`src/hdl/bdma_pkg.sv`:
```
// Functional notes
// - Error sets PCI or local error flag
// - Local write error waits for watermark level
// - PCI read error: stop prefetch, flag, negate
// - Local read error: negate, stop, flag, interrupt
// - PCI write error: halt writes, flag, negate
// - Local write error: negate, flag, drain cachelines
// - Four sources with enable, direction, status
// - Flags clear on write one; irq holds
// - Errored transfer needs reset before restart
// - Slave channel unaffected by channel errors
// - Reset request ignored unless active
// - Reset first negates transfer request line
// - Reset ends write at cacheline, read immediately
// - Flush FIFO after frame negated
// - Reset clears active, sets flag, keeps fields
// - PCI little-endian; local order selectable, big default
// - Big swaps lanes; little keeps lanes
// - 16-bit port splits and packs words
// - 16-bit little: B3B2 then B1B0
// - 16-bit big: B0B1 then B2B3
// - 32-bit little maps lane for lane
// - 32-bit big reverses byte order
// - Active flag held during transfer
// - Request line asks processor DMA service
package bdma_pkg;
    localparam logic [11:0] ADDR_CS     = 12'h000;
    localparam logic [11:0] ADDR_PADD   = 12'h004;
    localparam logic [11:0] ADDR_CNT    = 12'h008;
    localparam logic [11:0] ADDR_INTEN  = 12'h00C;
    localparam logic [11:0] ADDR_INTDIR = 12'h010;
    localparam logic [11:0] ADDR_INTST  = 12'h014;
    localparam logic [11:0] ADDR_MISC   = 12'h018;
    localparam logic [11:0] ADDR_DATA   = 12'h01C;
    // Control/status bit positions.
    localparam int CS_GO   = 0;
    localparam int CS_DIR  = 1;
    localparam int CS_P16  = 2;
    localparam int CS_RREQ = 3;
    localparam int CS_ACT  = 8;
    localparam int CS_DONE = 9;
    localparam int CS_IPE  = 10;
    localparam int CS_IQE  = 11;
    localparam int CS_CHANNEL_RESET_FLAG = 12;
    localparam int CS_WM   = 16;
    localparam int WM_W    = 4;
    // Interrupt source order in enable, direction and status registers.
    localparam int SRC_RST  = 0;
    localparam int SRC_PE   = 1;
    localparam int SRC_QE   = 2;
    localparam int SRC_DONE = 3;
    localparam int MISC_BOC = 0;
    localparam logic MISC_BOC_RST = 1'b1;
    localparam int FIFO_DEPTH = 16;
    localparam int FIFO_AW    = 4;
    localparam logic [31:0] WORD_ZERO = 32'h0000_0000;
    typedef enum logic [2:0] {
        BDMA_IDLE, BDMA_RUN, BDMA_DRAIN, BDMA_HALT, BDMA_FLUSH
    } bdma_state_t;
endpackage

```
`src/hdl/bdma_fifo_if.sv`:
```
interface bdma_fifo_if;
    logic        wr_en;
    logic [3:0]  wr_addr;
    logic [31:0] wr_data;
    logic [3:0]  rd_addr;
    logic [31:0] rd_data;
    modport ctl (output wr_en, wr_addr, wr_data, rd_addr, input rd_data);
    modport mem (input wr_en, wr_addr, wr_data, rd_addr, output rd_data);
endinterface

```
`src/hdl/bdma_fifo_mem.sv`:
```
module bdma_fifo_mem (
    input  wire logic clk_sys,   // System clock.
    bdma_fifo_if.mem  port       // Memory access port.
);
    logic [31:0] mem_r [16];
    logic [31:0] rd_r;
    always_ff @(posedge clk_sys) begin
        if (port.wr_en) begin
            mem_r[port.wr_addr] <= port.wr_data;
        end
        rd_r <= mem_r[port.rd_addr];
    end
    assign port.rd_data = rd_r;
endmodule // bdma_fifo_mem

```
`src/hdl/bdma_top.sv`:
```
module bdma_top (
    input  wire logic        clk_sys,      // 250 MHz clock.
    input  wire logic        resetn,       // Async reset, active low.
    input  wire logic        psel,         // APB select.
    input  wire logic        penable,      // APB enable.
    input  wire logic        pwrite,       // APB write.
    input  wire logic [11:0] paddr,        // APB address.
    input  wire logic [31:0] pwdata,       // APB write data.
    output logic      [31:0] prdata,       // APB read data.
    output logic             pready,       // APB ready.
    output logic             pslverr,      // APB error.
    output logic             transfer_request_line, // Service request.
    input  wire logic        transfer_acknowledge,  // One local transfer.
    input  wire logic [31:0] local_wdata,  // Local write data lanes.
    output logic      [31:0] local_rdata,  // Local read data lanes.
    output logic      [1:0]  local_transfer_size, // Local size code.
    output logic      [1:0]  local_addr,   // Local A[1:0].
    input  wire logic        local_bus_error, // Local error pulse.
    output logic             pci_req,      // Ask PCI master for a word.
    input  wire logic        pci_ack,      // PCI word transferred.
    input  wire logic [31:0] pci_rdata,    // PCI read word.
    output logic      [31:0] pci_wdata,    // PCI write word.
    output logic      [3:0]  pci_be_n,     // PCI byte enables.
    output logic             pci_frame_end,   // Negate frame request.
    input  wire logic        pci_burst_active, // PCI burst in progress.
    input  wire logic        pci_line_end, // Cacheline boundary reached.
    input  wire logic        pci_error,    // PCI error pulse.
    output logic             irq_pci_r,    // Interrupt to PCI side.
    output logic             irq_local_r   // Interrupt to local side.
);
    import bdma_pkg::*;

    bdma_fifo_if fif ();
    bdma_fifo_mem u_mem (.clk_sys(clk_sys), .port(fif));

    bdma_state_t st_r, st_nxt;
    logic        dir_r, p16_r, boc_r, act_r, done_r, ipe_r, iqe_r, channel_reset_flag_r;
    logic [WM_W-1:0] wm_r;
    logic [31:0] padd_r, cnt_r;
    logic [3:0]  ien_r, idir_r;
    logic [FIFO_AW-1:0] wp_r, rp_r;
    logic [FIFO_AW:0]   lvl_r;
    logic        half_r, lerr_pend_r, rd_vld_r;
    logic [15:0] hold_r;

    // Bus decode.
    wire acc    = psel && penable;
    wire wr_acc = acc && pwrite;
    wire hit_cs = paddr == ADDR_CS;
    wire hit_pa = paddr == ADDR_PADD;
    wire hit_cn = paddr == ADDR_CNT;
    wire hit_ie = paddr == ADDR_INTEN;
    wire hit_id = paddr == ADDR_INTDIR;
    wire hit_is = paddr == ADDR_INTST;
    wire hit_mi = paddr == ADDR_MISC;
    wire hit_dt = paddr == ADDR_DATA;
    wire mapped = hit_cs | hit_pa | hit_cn | hit_ie | hit_id | hit_is
                  | hit_mi | hit_dt;
    wire cs_wr  = wr_acc && hit_cs;
    wire go_wr  = cs_wr && pwdata[CS_GO] && !act_r && !ipe_r && !iqe_r;
    wire rst_wr = cs_wr && pwdata[CS_RREQ] && act_r;

    // Source flags: status register view.
    wire [3:0] src = {done_r, iqe_r, ipe_r, channel_reset_flag_r};
    wire [3:0] istat = src & ien_r;
    wire [31:0] cs_view = {{(32-CS_WM-WM_W){1'b0}}, wm_r, 3'h0,
                           channel_reset_flag_r, iqe_r, ipe_r, done_r, act_r,
                           4'h0, 1'b0, p16_r, dir_r, 1'b0};

    // FIFO levels.
    wire full   = lvl_r == (FIFO_AW+1)'(FIFO_DEPTH);
    wire empty  = lvl_r == '0;
    wire at_wm  = lvl_r >= {1'b0, wm_r};
    wire errd   = ipe_r | iqe_r;
    wire run    = st_r == BDMA_RUN;

    // Byte lane mapping as a function so read and write share it.
    function automatic logic [31:0] swap32(input logic [31:0] w);
        swap32 = {w[7:0], w[15:8], w[23:16], w[31:24]};
    endfunction
    function automatic logic [15:0] swap16(input logic [15:0] h);
        swap16 = {h[7:0], h[15:8]};
    endfunction

    // PCI read data -> FIFO (direction 0); local write -> FIFO (dir 1).
    wire lw_word  = dir_r && transfer_acknowledge && run && !errd;
    wire lw_push  = lw_word && (!p16_r || half_r);
    wire [31:0] lw_full = p16_r ? {hold_r, local_wdata[31:16]} : local_wdata;
    // Little: lanes kept, first half carries B3B2; big: bytes reversed.
    wire [31:0] lw_pci = boc_r ?
        (p16_r ? {swap16(lw_full[15:0]), swap16(lw_full[31:16])}
               : swap32(lw_full)) : lw_full;
    // Words that arrive after the count has run out are prefetch overrun:
    // they are dropped so a count that is a multiple of 4 never wraps below zero.
    wire cnt_live = cnt_r != WORD_ZERO;
    wire pr_push  = !dir_r && pci_ack && run && !ipe_r && !full
                    && cnt_live;
    wire push     = lw_push | pr_push;
    wire [31:0] push_d = dir_r ? lw_pci : pci_rdata;
    // Drain: local read (dir 0) or PCI write (dir 1).
    wire lr_pop   = !dir_r && transfer_acknowledge && run && !iqe_r
                    && rd_vld_r && (!p16_r || half_r);
    wire pw_pop   = dir_r && pci_ack && !ipe_r && !empty
                    && (run || st_r == BDMA_DRAIN);
    wire pop      = lr_pop | pw_pop;
    wire lr_beat  = !dir_r && transfer_acknowledge && run && rd_vld_r;

    // Transfer request.
    wire req_rd  = !dir_r && !empty && !iqe_r && !ipe_r;
    wire req_wr  = dir_r && !full && !iqe_r && !ipe_r;
    wire req_nxt = run && (req_rd || req_wr);
    // PCI master request: read prefetch or write at watermark.
    wire pci_nxt = (run && !dir_r && !full && !ipe_r && !iqe_r
                    && cnt_r != WORD_ZERO)
                 || (run && dir_r && at_wm && !empty && !ipe_r)
                 || (st_r == BDMA_DRAIN && !empty);
    wire cnt_dn  = pci_ack && (pr_push || pw_pop) && cnt_live;

    always_comb begin
        st_nxt = st_r;
        case (st_r)
            BDMA_IDLE: if (go_wr) st_nxt = BDMA_RUN;
            BDMA_RUN: begin
                if (rst_wr) begin
                    st_nxt = BDMA_FLUSH;
                end else if (pci_error) begin
                    st_nxt = BDMA_HALT;
                end else if (lerr_pend_r && at_wm && dir_r) begin
                    st_nxt = pci_burst_active ? BDMA_DRAIN : BDMA_HALT;
                end else if (local_bus_error && !dir_r) begin
                    st_nxt = BDMA_HALT;
                end else if (cnt_r == WORD_ZERO && empty) begin
                    st_nxt = BDMA_IDLE;
                end
            end
            BDMA_DRAIN: begin
                if (rst_wr) st_nxt = BDMA_FLUSH;
                else if (lvl_r < 5'h04 || pci_error) st_nxt = BDMA_HALT;
            end
            BDMA_HALT: if (rst_wr) st_nxt = BDMA_FLUSH;
            BDMA_FLUSH: begin
                // Write bursts end on a line, reads stop at once.
                if (!pci_burst_active || !dir_r || pci_line_end) begin
                    st_nxt = BDMA_IDLE;
                end
            end
            default: st_nxt = BDMA_IDLE;
        endcase
    end

    wire fin_rst  = st_r == BDMA_FLUSH && st_nxt == BDMA_IDLE;
    wire fin_done = run && st_nxt == BDMA_IDLE;
    wire [31:0] rdmux =
        hit_cs ? cs_view : hit_pa ? padd_r : hit_cn ? cnt_r :
        hit_ie ? {28'h0, ien_r} : hit_id ? {28'h0, idir_r} :
        hit_is ? {28'h0, istat} : hit_mi ? {31'h0, boc_r} :
        hit_dt ? fif.rd_data : WORD_ZERO;

    assign fif.wr_en   = push;
    assign fif.wr_addr = wp_r;
    assign fif.wr_data = push_d;
    assign fif.rd_addr = pop ? rp_r + 4'h1 : rp_r;

    always_ff @(posedge clk_sys or negedge resetn) begin
        if (!resetn) begin
            st_r <= BDMA_IDLE;
            {dir_r, p16_r, act_r, done_r, ipe_r, iqe_r, channel_reset_flag_r} <= '0;
            boc_r <= MISC_BOC_RST;
            wm_r <= '0; padd_r <= '0; cnt_r <= '0;
            ien_r <= '0; idir_r <= '0;
            wp_r <= '0; rp_r <= '0; lvl_r <= '0;
            half_r <= 1'b0; hold_r <= '0; lerr_pend_r <= 1'b0;
            rd_vld_r <= 1'b0;
            prdata <= '0; pready <= 1'b0; pslverr <= 1'b0;
            transfer_request_line <= 1'b0; pci_req <= 1'b0;
            pci_frame_end <= 1'b0; pci_wdata <= '0; pci_be_n <= 4'hF;
            local_rdata <= '0; local_transfer_size <= '0; local_addr <= '0;
            irq_pci_r <= 1'b0; irq_local_r <= 1'b0;
        end else begin
            st_r <= st_nxt;
            pready  <= psel && !pready;
            pslverr <= psel && !pready && !mapped;
            prdata  <= rdmux;
            if (cs_wr && !act_r) begin
                dir_r <= pwdata[CS_DIR];
                p16_r <= pwdata[CS_P16];
                wm_r  <= pwdata[CS_WM +: WM_W];
            end
            if (wr_acc && hit_pa && !act_r) padd_r <= pwdata;
            if (wr_acc && hit_ie) ien_r  <= pwdata[3:0];
            if (wr_acc && hit_id) idir_r <= pwdata[3:0];
            if (wr_acc && hit_mi) boc_r  <= pwdata[MISC_BOC];
            if (wr_acc && hit_cn && !act_r) cnt_r <= pwdata;
            else if (cnt_dn) cnt_r <= cnt_r - 32'h4;
            act_r <= (st_nxt != BDMA_IDLE);
            // Set wins over the write-one clear.
            done_r <= fin_done | (done_r & !(cs_wr & pwdata[CS_DONE]));
            channel_reset_flag_r <= fin_rst | (channel_reset_flag_r & !(cs_wr & pwdata[CS_CHANNEL_RESET_FLAG]));
            ipe_r  <= (act_r & pci_error)
                      | (ipe_r & !(cs_wr & pwdata[CS_IPE]));
            iqe_r  <= (act_r & ((local_bus_error & !dir_r) | (st_r ==
                      BDMA_RUN & st_nxt != BDMA_RUN & lerr_pend_r)))
                      | (iqe_r & !(cs_wr & pwdata[CS_IQE]));
            lerr_pend_r <= run && dir_r && (lerr_pend_r || local_bus_error);
            if (st_r == BDMA_FLUSH || go_wr) begin
                wp_r <= '0; rp_r <= '0; lvl_r <= '0;
                half_r <= 1'b0; rd_vld_r <= 1'b0;
            end else begin
                if (push) wp_r <= wp_r + 4'h1;
                if (pop)  rp_r <= rp_r + 4'h1;
                lvl_r <= lvl_r + {4'h0, push} - {4'h0, pop};
                rd_vld_r <= !empty && !(pop && lvl_r == 5'h01 && !push);
                if (lw_word || lr_beat) half_r <= p16_r && !half_r;
                if (lw_word && !half_r) hold_r <= local_wdata[31:16];
            end
            // Read data onto the local lanes, first half upper pair (little) or swapped lower pair (big).
            if (boc_r) begin
                local_rdata <= p16_r ? (half_r ?
                    {swap16(fif.rd_data[31:16]), 16'h0} :
                    {swap16(fif.rd_data[15:0]), 16'h0})
                    : swap32(fif.rd_data);
            end else begin
                local_rdata <= p16_r ? (half_r ?
                    {fif.rd_data[15:0], 16'h0} :
                    {fif.rd_data[31:16], 16'h0})
                    : fif.rd_data;
            end
            local_transfer_size <= p16_r ? 2'h2 : 2'h0;
            local_addr <= (p16_r && (half_r ^ (lw_word | lr_beat)))
                          ? 2'h2 : 2'h0;
            pci_wdata <= fif.rd_data;
            pci_be_n  <= 4'h0;
            transfer_request_line <= req_nxt;
            pci_req <= pci_nxt;
            pci_frame_end <= st_nxt == BDMA_FLUSH || st_nxt == BDMA_HALT;
            // Level interrupts follow their flags; the slave path is
            // never touched here.
            irq_pci_r   <= |(istat & ~idir_r);
            irq_local_r <= |(istat & idir_r);
        end
    end
endmodule // bdma_top

```
`config.mk`:
```
export PLATFORM = sky130hd
export DESIGN_NAME = bdma_top
export DESIGN_NICKNAME = d
export VERILOG_FILES = /design/src/hdl/bdma_pkg.sv /design/src/hdl/bdma_fifo_if.sv /design/src/hdl/bdma_fifo_mem.sv /design/src/hdl/bdma_top.sv
export SDC_FILE = /design/constraint.sdc
export NUM_CORES = 1
export LEC_CHECK = 0
export BUFFER_PORTS_ARGS = -buffer_cell sky130_fd_sc_hd__buf_2
export CORE_UTILIZATION = 45
export CTS_CLUSTER_DIAMETER = 30
export DETAILED_ROUTE_END_ITERATION = 16
export GPL_TIMING_DRIVEN = 0
export SYNTH_ARGS = -nofsm -noshare
export SYNTH_HDL_FRONTEND = slang
export SYNTH_HIERARCHICAL = 1
export SYNTH_SLANG_ARGS = --single-unit
```
`constraint.sdc`:
```
create_clock -name clk_sys -period 6.6 [get_ports clk_sys]
set_input_delay 0.99 -clock clk_sys [delete_from_list [all_inputs] [get_ports clk_sys]]
set_output_delay 0.99 -clock clk_sys [all_outputs]
set_load 0.02 [all_outputs]
```
### After elaboration in Yosys (flattened, before gate mapping)

Memories as Yosys holds them, arrays and structs flattened. A register that Yosys moved wholly into a read port is not among the register bits.
Cells that the tools add are included.

* reductions and logical operators: 114
* $lt $le $gt $ge: 2
* bitwise logic cells: 35
* $add $sub $neg: 5
* multiplexer cells: 42
* equal/unequal tests: 16

Operator list (number)
* 2-to-1 mux 32 bit: 18
* logical AND 1 bit: 70
* == test 12 x 5 -> 1 bit, second input constant: 4
* logical NOT 32 bit: 1
* nonzero test 32 bit: 1
* subtractor 32 x 3 -> 32 bit, second input constant: 1
* 2-to-1 mux 3 bit: 10
* == test 12 x 4 -> 1 bit, second input constant: 2
* logical NOT 1 bit: 18
* 2-to-1 mux 4 bit: 4
* bitwise OR 1 bit: 16
* case mux 3 bit (5 select lines): 1
* bitwise AND 1 bit: 13
* logical OR 1 bit: 13
* bitwise AND 4 bit: 3
* == test 12 x 3 -> 1 bit, second input constant: 1
* logical NOT 12 bit: 1
* == test 3 x 2 -> 1 bit, second input constant: 3
* adder 4 x 1 -> 4 bit, second input constant: 2
* OR reduction 4 bit: 2
* == test 3 bit, second input constant: 2
* logical NOT 3 bit: 2
* 2-to-1 mux 1 bit: 6
* nonzero test 2 bit: 3
* other kinds (16): 17

* bits in writable memories: 512
* input bits: 119
* memories: 1
* bits in registers: 230

Memory list
* u_mem.mem_r: depth 16, width 32, read ports 1, clocked after memory_dff 1, write ports 1, line bdma_fifo_mem.sv:5 `logic [31:0] mem_r [16];`

### Logic depth before layout (Yosys ltp)

Gate-level depths: netlist of the first run.

* depth after elaboration: 15
* gate-level depth with buffers: 14
* depth with buffers taken out: 14

### By module

The synthesis of the first run kept the hierarchy.

By module, submodules not included
* bdma_fifo_mem: instances 1, area each 19835.3 sq um, cells an instance 838
* bdma_top: instances 1, area each 10958.0 sq um, cells an instance 971

### Worst setup path before layout of the first run

No wires, ideal clock.

* path kind: in2reg
* start point: in pci_ack
* end point: mem u_mem.mem_r[0][0] (enable)
* arrival time: 4.256 ns
* path slack: 1.883 ns
* stages on the path: 5
* setup time: 0.461 ns
* data required time: 6.139 ns
* cell sequence: nor2b_1 a31oi_4 inv_1 or3b_2 nor3_1

* cells in the longest elaborated chain, start to end: 8

Ends and longest elaborated chain
* start, declared: line bdma_top.sv:20 `input wire logic pci_ack,`
* logical AND 1 bit (4 in series): line bdma_top.sv:96 `wire pr_push = !dir_r && pci_ack && run && !ipe_r && !full`
* logical AND 1 bit: line bdma_top.sv:97 `&& cnt_live;`
* bitwise OR 1 bit: line bdma_top.sv:98 `wire push = lw_push | pr_push;`
* net fif.wr_en: line bdma_fifo_if.sv:2 `logic wr_en;`
* 2-to-1 mux 1 bit: line bdma_fifo_mem.sv:8 `if (port.wr_en) begin`
* 2-to-1 mux 1 bit (not written as such): line bdma_fifo_mem.sv:9 `mem_r[port.wr_addr] <= port.wr_data;`
* end, declared: line bdma_fifo_mem.sv:5

The timed path passes the listed nets, and every way through them passes these cells.

### Worst setup path after layout of the first run

* start point: reg st_r[2]
* end point: reg u_mem.rd_r[6] (netlist: u_mem/port.rd_data[6]) (read register of u_mem.mem_r)

* cells in the longest elaborated chain, start to end: 7
* elaborated cells between the ends (all ways): 10
* those cells by class: 2 x eq/ne; 1 x mux; 1 x bitwise; 6 x reduce/logical

Ends and longest elaborated chain
* start, declared: line bdma_top.sv:36 `bdma_state_t st_r, st_nxt;`
* start signal, assigned: line bdma_top.sv:180 `st_r <= st_nxt;`
* == test 3 x 1 -> 1 bit: line bdma_top.sv:75 `wire run = st_r == BDMA_RUN;`
* logical AND 1 bit (2 in series): line bdma_top.sv:101 `wire lr_pop = !dir_r && transfer_acknowledge && run && !iqe_r`
* logical AND 1 bit (2 in series): line bdma_top.sv:102 `&& rd_vld_r && (!p16_r || half_r);`
* bitwise OR 1 bit *: line bdma_top.sv:105 `wire pop = lr_pop | pw_pop;`
* 2-to-1 mux 4 bit *: line bdma_top.sv:162 `assign fif.rd_addr = pop ? rp_r + 4'h1 : rp_r;`
* net fif.rd_addr[3]: line bdma_fifo_if.sv:5 `logic [3:0] rd_addr;`
* end, declared: line bdma_fifo_mem.sv:6 `logic [31:0] rd_r;`

Mark *: on every way through the listed nets, which the timed path passes. The rest lies on a longest branch.
A chain may end at the register's enable or synchronous reset.

==> reports/qor.yml, run 1 <==
status:
  status: "finished, final reports clean"
global_route:
  grt_util_all_layers: 0.255
  grt.overflow.total: 0
  antenna_found_initial: 3
  grt_pass1_vias: 19200
  grt_pass1_wl_microns: 127000
  grt_max_degree: 108
detailed_routing:
  antenna_left: 0
  drcViolationCount: 0
  avgRoutedWirePerCell_microns: 27.0
  vias_per_cell: 5.86
  dr.pass1.iters: 6
  vias: 18800
  drtIter0Drc: 2015
  routed_wl_microns: 86900
placed_design:
  dp_cells: 2939
  place_congestion: 0.908
  io_buffer_count: 226
  dp_hpwl_microns: 60300
pwr:
  p_per_area_nw_per_um2: 355
  peakVddDrop_mv: 0.241
  leakage_nw: 14.7
floorplanning:
  num_io_pins: 230
  design.die.area_sq_um: 69500
  initial_core_util: 0.457
  rows: 95
  die_x_microns: 264
  core_sq_um: 67400
  die_h_microns: 264
sta:
  fmax_mhz: 230
  final_max_slew_viol_count: 0
  finalSetupViolations: 0
  worst_pin_slew_ns: 1.20
  min_period_ns: 4.35
  fin_crit_sh: 0.660
  setup_tns_ns: 0
  hold_viol_final: 0
  finClkSkew_ns: 0.0309
  relSlewSlack: 0.199
  grt_setup_unrepaired: "no"
  timing.hold.ws_ns: 0.101
synthesis:
  synth.top_cell.area_share: 0.499
  synth_edf_count: 512
  dominantRegCellSynth: "edfxtp_1"
  syn_avg_cell_area_sq_um: 17.0
  ys_seq_elements: 769
  yosysTopAreaCell: "edfxtp_1"
  yosysWarnings: 6
  synth.distinct_cells: 67
  async_flop_share: 0.293
  syn_inst: 1809
  yosysSeqAreaShare: 0.703
  syn_area_sq_um: 30800
  synthTopCellsByArea: "edfxtp_1 (50%), dfrtp_1 (18%), mux4_2 (11%)"
cells_and_area:
  finish.utilization: 0.577
  area_growth_pct: 26.2
  layout.nets: 2352
  drive_above_1_share: 0.348
  n_antenna_cell: 0
  stdcell_count: 3214
worst_setup_path:
  critical_path_class: "reg2reg"
  ff2ff_setup_slack_ns: 2.25
  critPathLaunchType: "flop"
  crit_arrival_ns: 4.95
  worstPathMaxFanout: 10
  end_kind: "flop"
  r2r_start: "st_r[2]"
  crit_end: "u_mem/port.rd_data[6]"
  r2r_cells: 12
  regToRegEndpoint: "u_mem/port.rd_data[6]"
  crit_required_ns: 7.20
  crit_start: "st_r[2]"
clocking:
  clk_latency_ns: 0.71
  cts-buffers-inserted: 148
  clk_pin_slew_ns: 0.05
  cts_repair_resize_count: 0
  postCtsSetupRepairBufs: 0
  cts_hold_buffers: 0
  cts_tree: "built"
  cts_root_buffer: "clkbuf_16"
  cts.sinks: 769
  cts_buffer_depth: 3
  h-tree-depth: 4
worst_hold_path:
  hold_path_class: "in2async"
run:
  drv_cap: 0
[worst max-delay path, stage by stage, from the launching register on]
cell and delay (ns):
dfrtp_1 0.40, buf_2 0.20, nor3b_1 0.66, nand3_1 0.19, nor3_1 0.21, a21o_1 0.25, nand4_1 0.15, xnor2_1 0.36
nor2b_1 0.18, clkbuf_1 0.41, clkbuf_1 0.73, a22oi_1 0.24, nand2_1 0.25
[state kept, by name, summed over array words and instances (netlist names), 16 cells and up]
name,flops
u_mem/mem_r,512
cnt_r,32
local_rdata,32
padd_r,32
pci_wdata,32
prdata,32
u_mem/port.rd_data,32
hold_r,16
[where the power goes]
group / switching (mW) / total [mW] / internal, mW
combinational: 0.416 / 0.722 / 0.306
clock: 2.50 / 7.74 / 5.24
sequential: 0.0938 / 5.33 / 5.24
total: 3.01 / 13.8 / 10.8
[cells by family after synthesis]
group | count (synthesis) | share of synthesized area
other cells | 1 | 0.000122
fa+ha+maj | 17 | 0.00715
mux | 286 | 0.156
simple gates | 320 | 0.0503
xor+xnor | 37 | 0.0105
buf+inv | 146 | 0.0201
compound gates | 233 | 0.0528
flops | 769 | 0.703
[routing by layer]
layer,up-vias,GRT usage,share of wire
li1,7939,-,-
met1,9859,0.333,0.41
met2,867,0.413,0.49
met3,173,0.0549,0.070
met4,2,0.107,0.032
met5,-,0,0.00015
[cell usage after synthesis, drive strengths merged, types with 3 or more instances]
library cell	instances
nand2	130
and2	7
a32o	5
nand2b	5
mux4	144
nor3	13
nand3b	10
inv	42
xor2	24
a21o	8
edfxtp	512
nor3b	3
dfrtp	223
nand4	6
nor2b	13
a21oi	28
mux2i	33
nor4	11
and3	7
ha	16
nand3	18
a222oi	21
a31oi	4
mux2	109
clkbuf	57
buf	47
a22oi	85
dfxtp	32
nor2	80
o21ai	59
xnor2	13
nor4b	3
a211oi	5
[cells in the final DEF (no fill, tap or decap), types with 21 or more instances in the layout]
master / n
edfxtp_1: 512
buf_2: 240
dfrtp_1: 223
clkbuf_16: 151
mux4_2: 144
nand2_1: 130
mux2_2: 109
a22oi_1: 85
clkbuf_1: 80
nor2_1: 68
o21ai_0: 58
inv_1: 42
mux2i_1: 33
dfxtp_1: 32
a21oi_1: 28
bufinv_16: 25
xor2_1: 24
a222oi_1: 21
[stage by stage]
| step | power [mW] | setup WS (ns) | area, sq um |
|---|---|---|---|
| final | 13.8 | 2.25 | 38900 |
| after global routing | 14.2 | 1.99 | 38900 |
| after CTS | 13.9 | 2.24 | 38900 |
| after detailed placement | 6.14 | 2.26 | 33600 |
| after global placement | 6.12 | -1.22 | 33000 |
| after floorplan | 5.83 | 1.88 | 30800 |
[worst min-delay path by stage]
stage / cells after the start / start / slack, ns / to
final: 1 / resetn / 0.10 / pci_wdata[10]
after CTS: 1 / resetn / 0.07 / local_addr[1]
after global placement: 0 / u_mem/port.rd_data[31] / 0.40 / pci_wdata[31]
after floorplan: 0 / p16_r / 0.35 / local_transfer_size[1]
after global routing: 1 / resetn / 0.08 / pci_wdata[10]
after detailed placement: 0 / u_mem/port.rd_data[31] / 0.40 / pci_wdata[31]
[area by class of cell]
| cell class | instances | area, sq um |
|---|---|---|
| Fill cell | 5136 | 28500 |
| Timing Repair Buffer | 255 | 1620 |
| Buffer | 104 | 462 |
| Tap cell | 873 | 1090 |
| Sequential cell | 769 | 21600 |
| Clock buffer | 178 | 3920 |
| Inverter | 42 | 158 |
| Clock inverter | 97 | 1310 |
| Multi-Input combinational cell | 896 | 8650 |
(Power assumes the default switching activity.)
==> inputs of run 2 (changes only) <==
- clock period: 6.6 -> 4.46 ns (I/O delays scaled with it)
==> run 2 against run 1 <==
Against the previous run: register-to-register slack worse by 2.0 ns; final area down 0.84%; clock power grew 38%; count of clock-buffer cells in the layout increased by 6; clock skew is 0.0039 ns lower; sequential share of layout area increased by 0.47 points; sequential cell count unchanged; combinational power increased by 48%; first-iteration DRC count is 3.1% higher; largest cell class unchanged; largest power group unchanged.
==> reports/qor.yml, run 2 (synthesis results as in run 1) <==
status:
  status: "finished, final reports clean"
floorplanning:
  die_x_microns: 264
  design.die.area_sq_um: 69500
  num_io_pins: 230
  die_h_microns: 264
  rows: 95
  core_sq_um: 67400
  initial_core_util: 0.457
worst_hold_path:
  hold_depth: 3
  min_to: "cnt_r[22]"
  hold_path_class: "in2reg"
  worstHoldStart: "pwdata[22]"
sta:
  timing.hold.ws_ns: 0.183
  fin_ws_ns: 0.251
  grt_setup_unrepaired: "no"
  fin_crit_sh: 0.944
  fmax_mhz: 238
  finClkSkew_ns: 0.0270
  final_max_slew_viol_count: 0
  relSlewSlack: 0.171
  finalSetupViolations: 0
  min_period_ns: 4.21
  worst_pin_slew_ns: 1.24
  hold_viol_final: 0
worst_setup_path:
  regToRegEndpoint: "u_mem/mem_r[0][4]"
  ff2ff_setup_slack_ns: 0.25
  worstPathMaxFanout: 16
  critical_path_class: "reg2reg"
  critPathLaunchType: "flop"
  r2r_cells: 6
  end_kind: "flop"
  crit_arrival_ns: 4.70
  crit_required_ns: 4.96
  r2r_start: "p16_r"
clocking:
  cts-buffers-inserted: 143
  cts_buffer_depth: 3
  cts.sinks: 769
  postCtsSetupRepairBufs: 0
  clk_pin_slew_ns: 0.05
  cts_root_buffer: "clkbuf_16"
  cts_tree: "built"
  h-tree-depth: 4
  clk_latency_ns: 0.72
cells_and_area:
  stdcell_count: 3204
  regArea_sq_um: 21600
  final_cell_mix: "edfxtp_1 (512), buf_2 (240), dfrtp_1 (223)"
  largest_reg_flops: 512
  mostFrequentLayoutCell: "edfxtp_1"
  finish.utilization: 0.572
  area_growth_pct: 25.2
  largest_register: "u_mem/mem_r"
  layout.nets: 2347
  multi_input_area_sq_um: 8670
  fillers: 5136
  final_area_sq_um: 38500
  drive_above_1_share: 0.345
global_route:
  grt.overflow.total: 0
  grt_util_all_layers: 0.252
  antenna_found_initial: 1
  grt_pass1_wl_microns: 126000
  grt_pass1_vias: 19100
  grt_max_degree: 84
pwr:
  leakage_nw: 14.5
  pwr-share-comb: 0.054
  p_sw_mw: 4.39
  peakVddDrop_mv: 0.405
  p_int_mw: 15.2
  p_sw_frac: 0.224
  p_clk_frac: 0.543
  p_per_area_nw_per_um2: 509
  power_frac_seq: 0.402
placed_design:
  place_ws_ns: 0.190
  dp_hpwl_microns: 59400
  placed_area_sq_um: 33600
  place_congestion: 0.901
  dp_cells: 2938
  io_buffer_count: 226
detailed_routing:
  drcViolationCount: 0
  antenna_left: 0
  drtIter0Drc: 2078
  dr.pass1.iters: 6
  routed_wl_microns: 86200
  vias_per_cell: 5.81
  vias: 18600
  avgRoutedWirePerCell_microns: 26.9
run:
  drv_cap: 0
==> run 2: power groups by stage <==
stage	logic (mW)	registers (mW)	clock network, mW
3_3_place_gp	1.05	8.01	0
2_1_floorplan	0.621	8.01	0
4_1_cts	1.08	7.89	10.8
3_5_place_dp	1.07	8.01	0
6_report	1.07	7.89	10.7
5_1_grt	1.17	7.89	11.1
==> run 2: per-stage QoR <==
stage	total power, mW	TNS, ns
floorplan	8.63	0
global placement	9.06	-1033.34
detailed placement	9.08	0
CTS	19.8	0
global route	20.2	0
finish	19.6	0
==> run 2: worst max path at each step <==
stage,end,startpoint,slack [ns]
after floorplan,u_mem/mem_r[8][0],st_r[1],0.1
after global placement,u_mem/mem_r[8][21],st_r[2],-3.02
after detailed placement,u_mem/port.rd_data[6],st_r[2],0.19
after CTS,u_mem/port.rd_data[6],st_r[2],0.17
after global routing,u_mem/mem_r[3][4],p16_r,0.15
final,u_mem/mem_r[0][4],p16_r,0.25
==> run 2: worst max-delay path, stage by stage, from the launching register on <==
cell,delay (ns)
dfrtp_1,0.40
clkbuf_1,0.63
buf_2,0.54
buf_1,0.90
mux2i_1,0.22
o21ai_0,0.77
mux2_2,0.50
==> run 2: layer usage <==
metal	share of wire	global-route usage
met2	0.49	0.408
met5	0	0
met3	0.075	0.0571
met4	0.036	0.107
met1	0.40	0.329
==> run 2: what timing repair did <==
| item | CTS | global route |
|---|---|---|
| hold buffers | 1 | 0 |
| resized for setup | 0 | 2 |
| endpoints found under the hold margin | 72 | 0 |
| setup endpoints to repair | 0 | 16 |
==> run 2: layout make-up <==
type                    count  area share
clock buffers             184       0.102
multi-input cells         896       0.225
diodes                      1   0.0000649
clock inverters            80      0.0243
well taps                 873      0.0283
inverters                  42     0.00409
repair buffers            255      0.0426
flip-flops and latches    769       0.562
plain buffers             104      0.0120
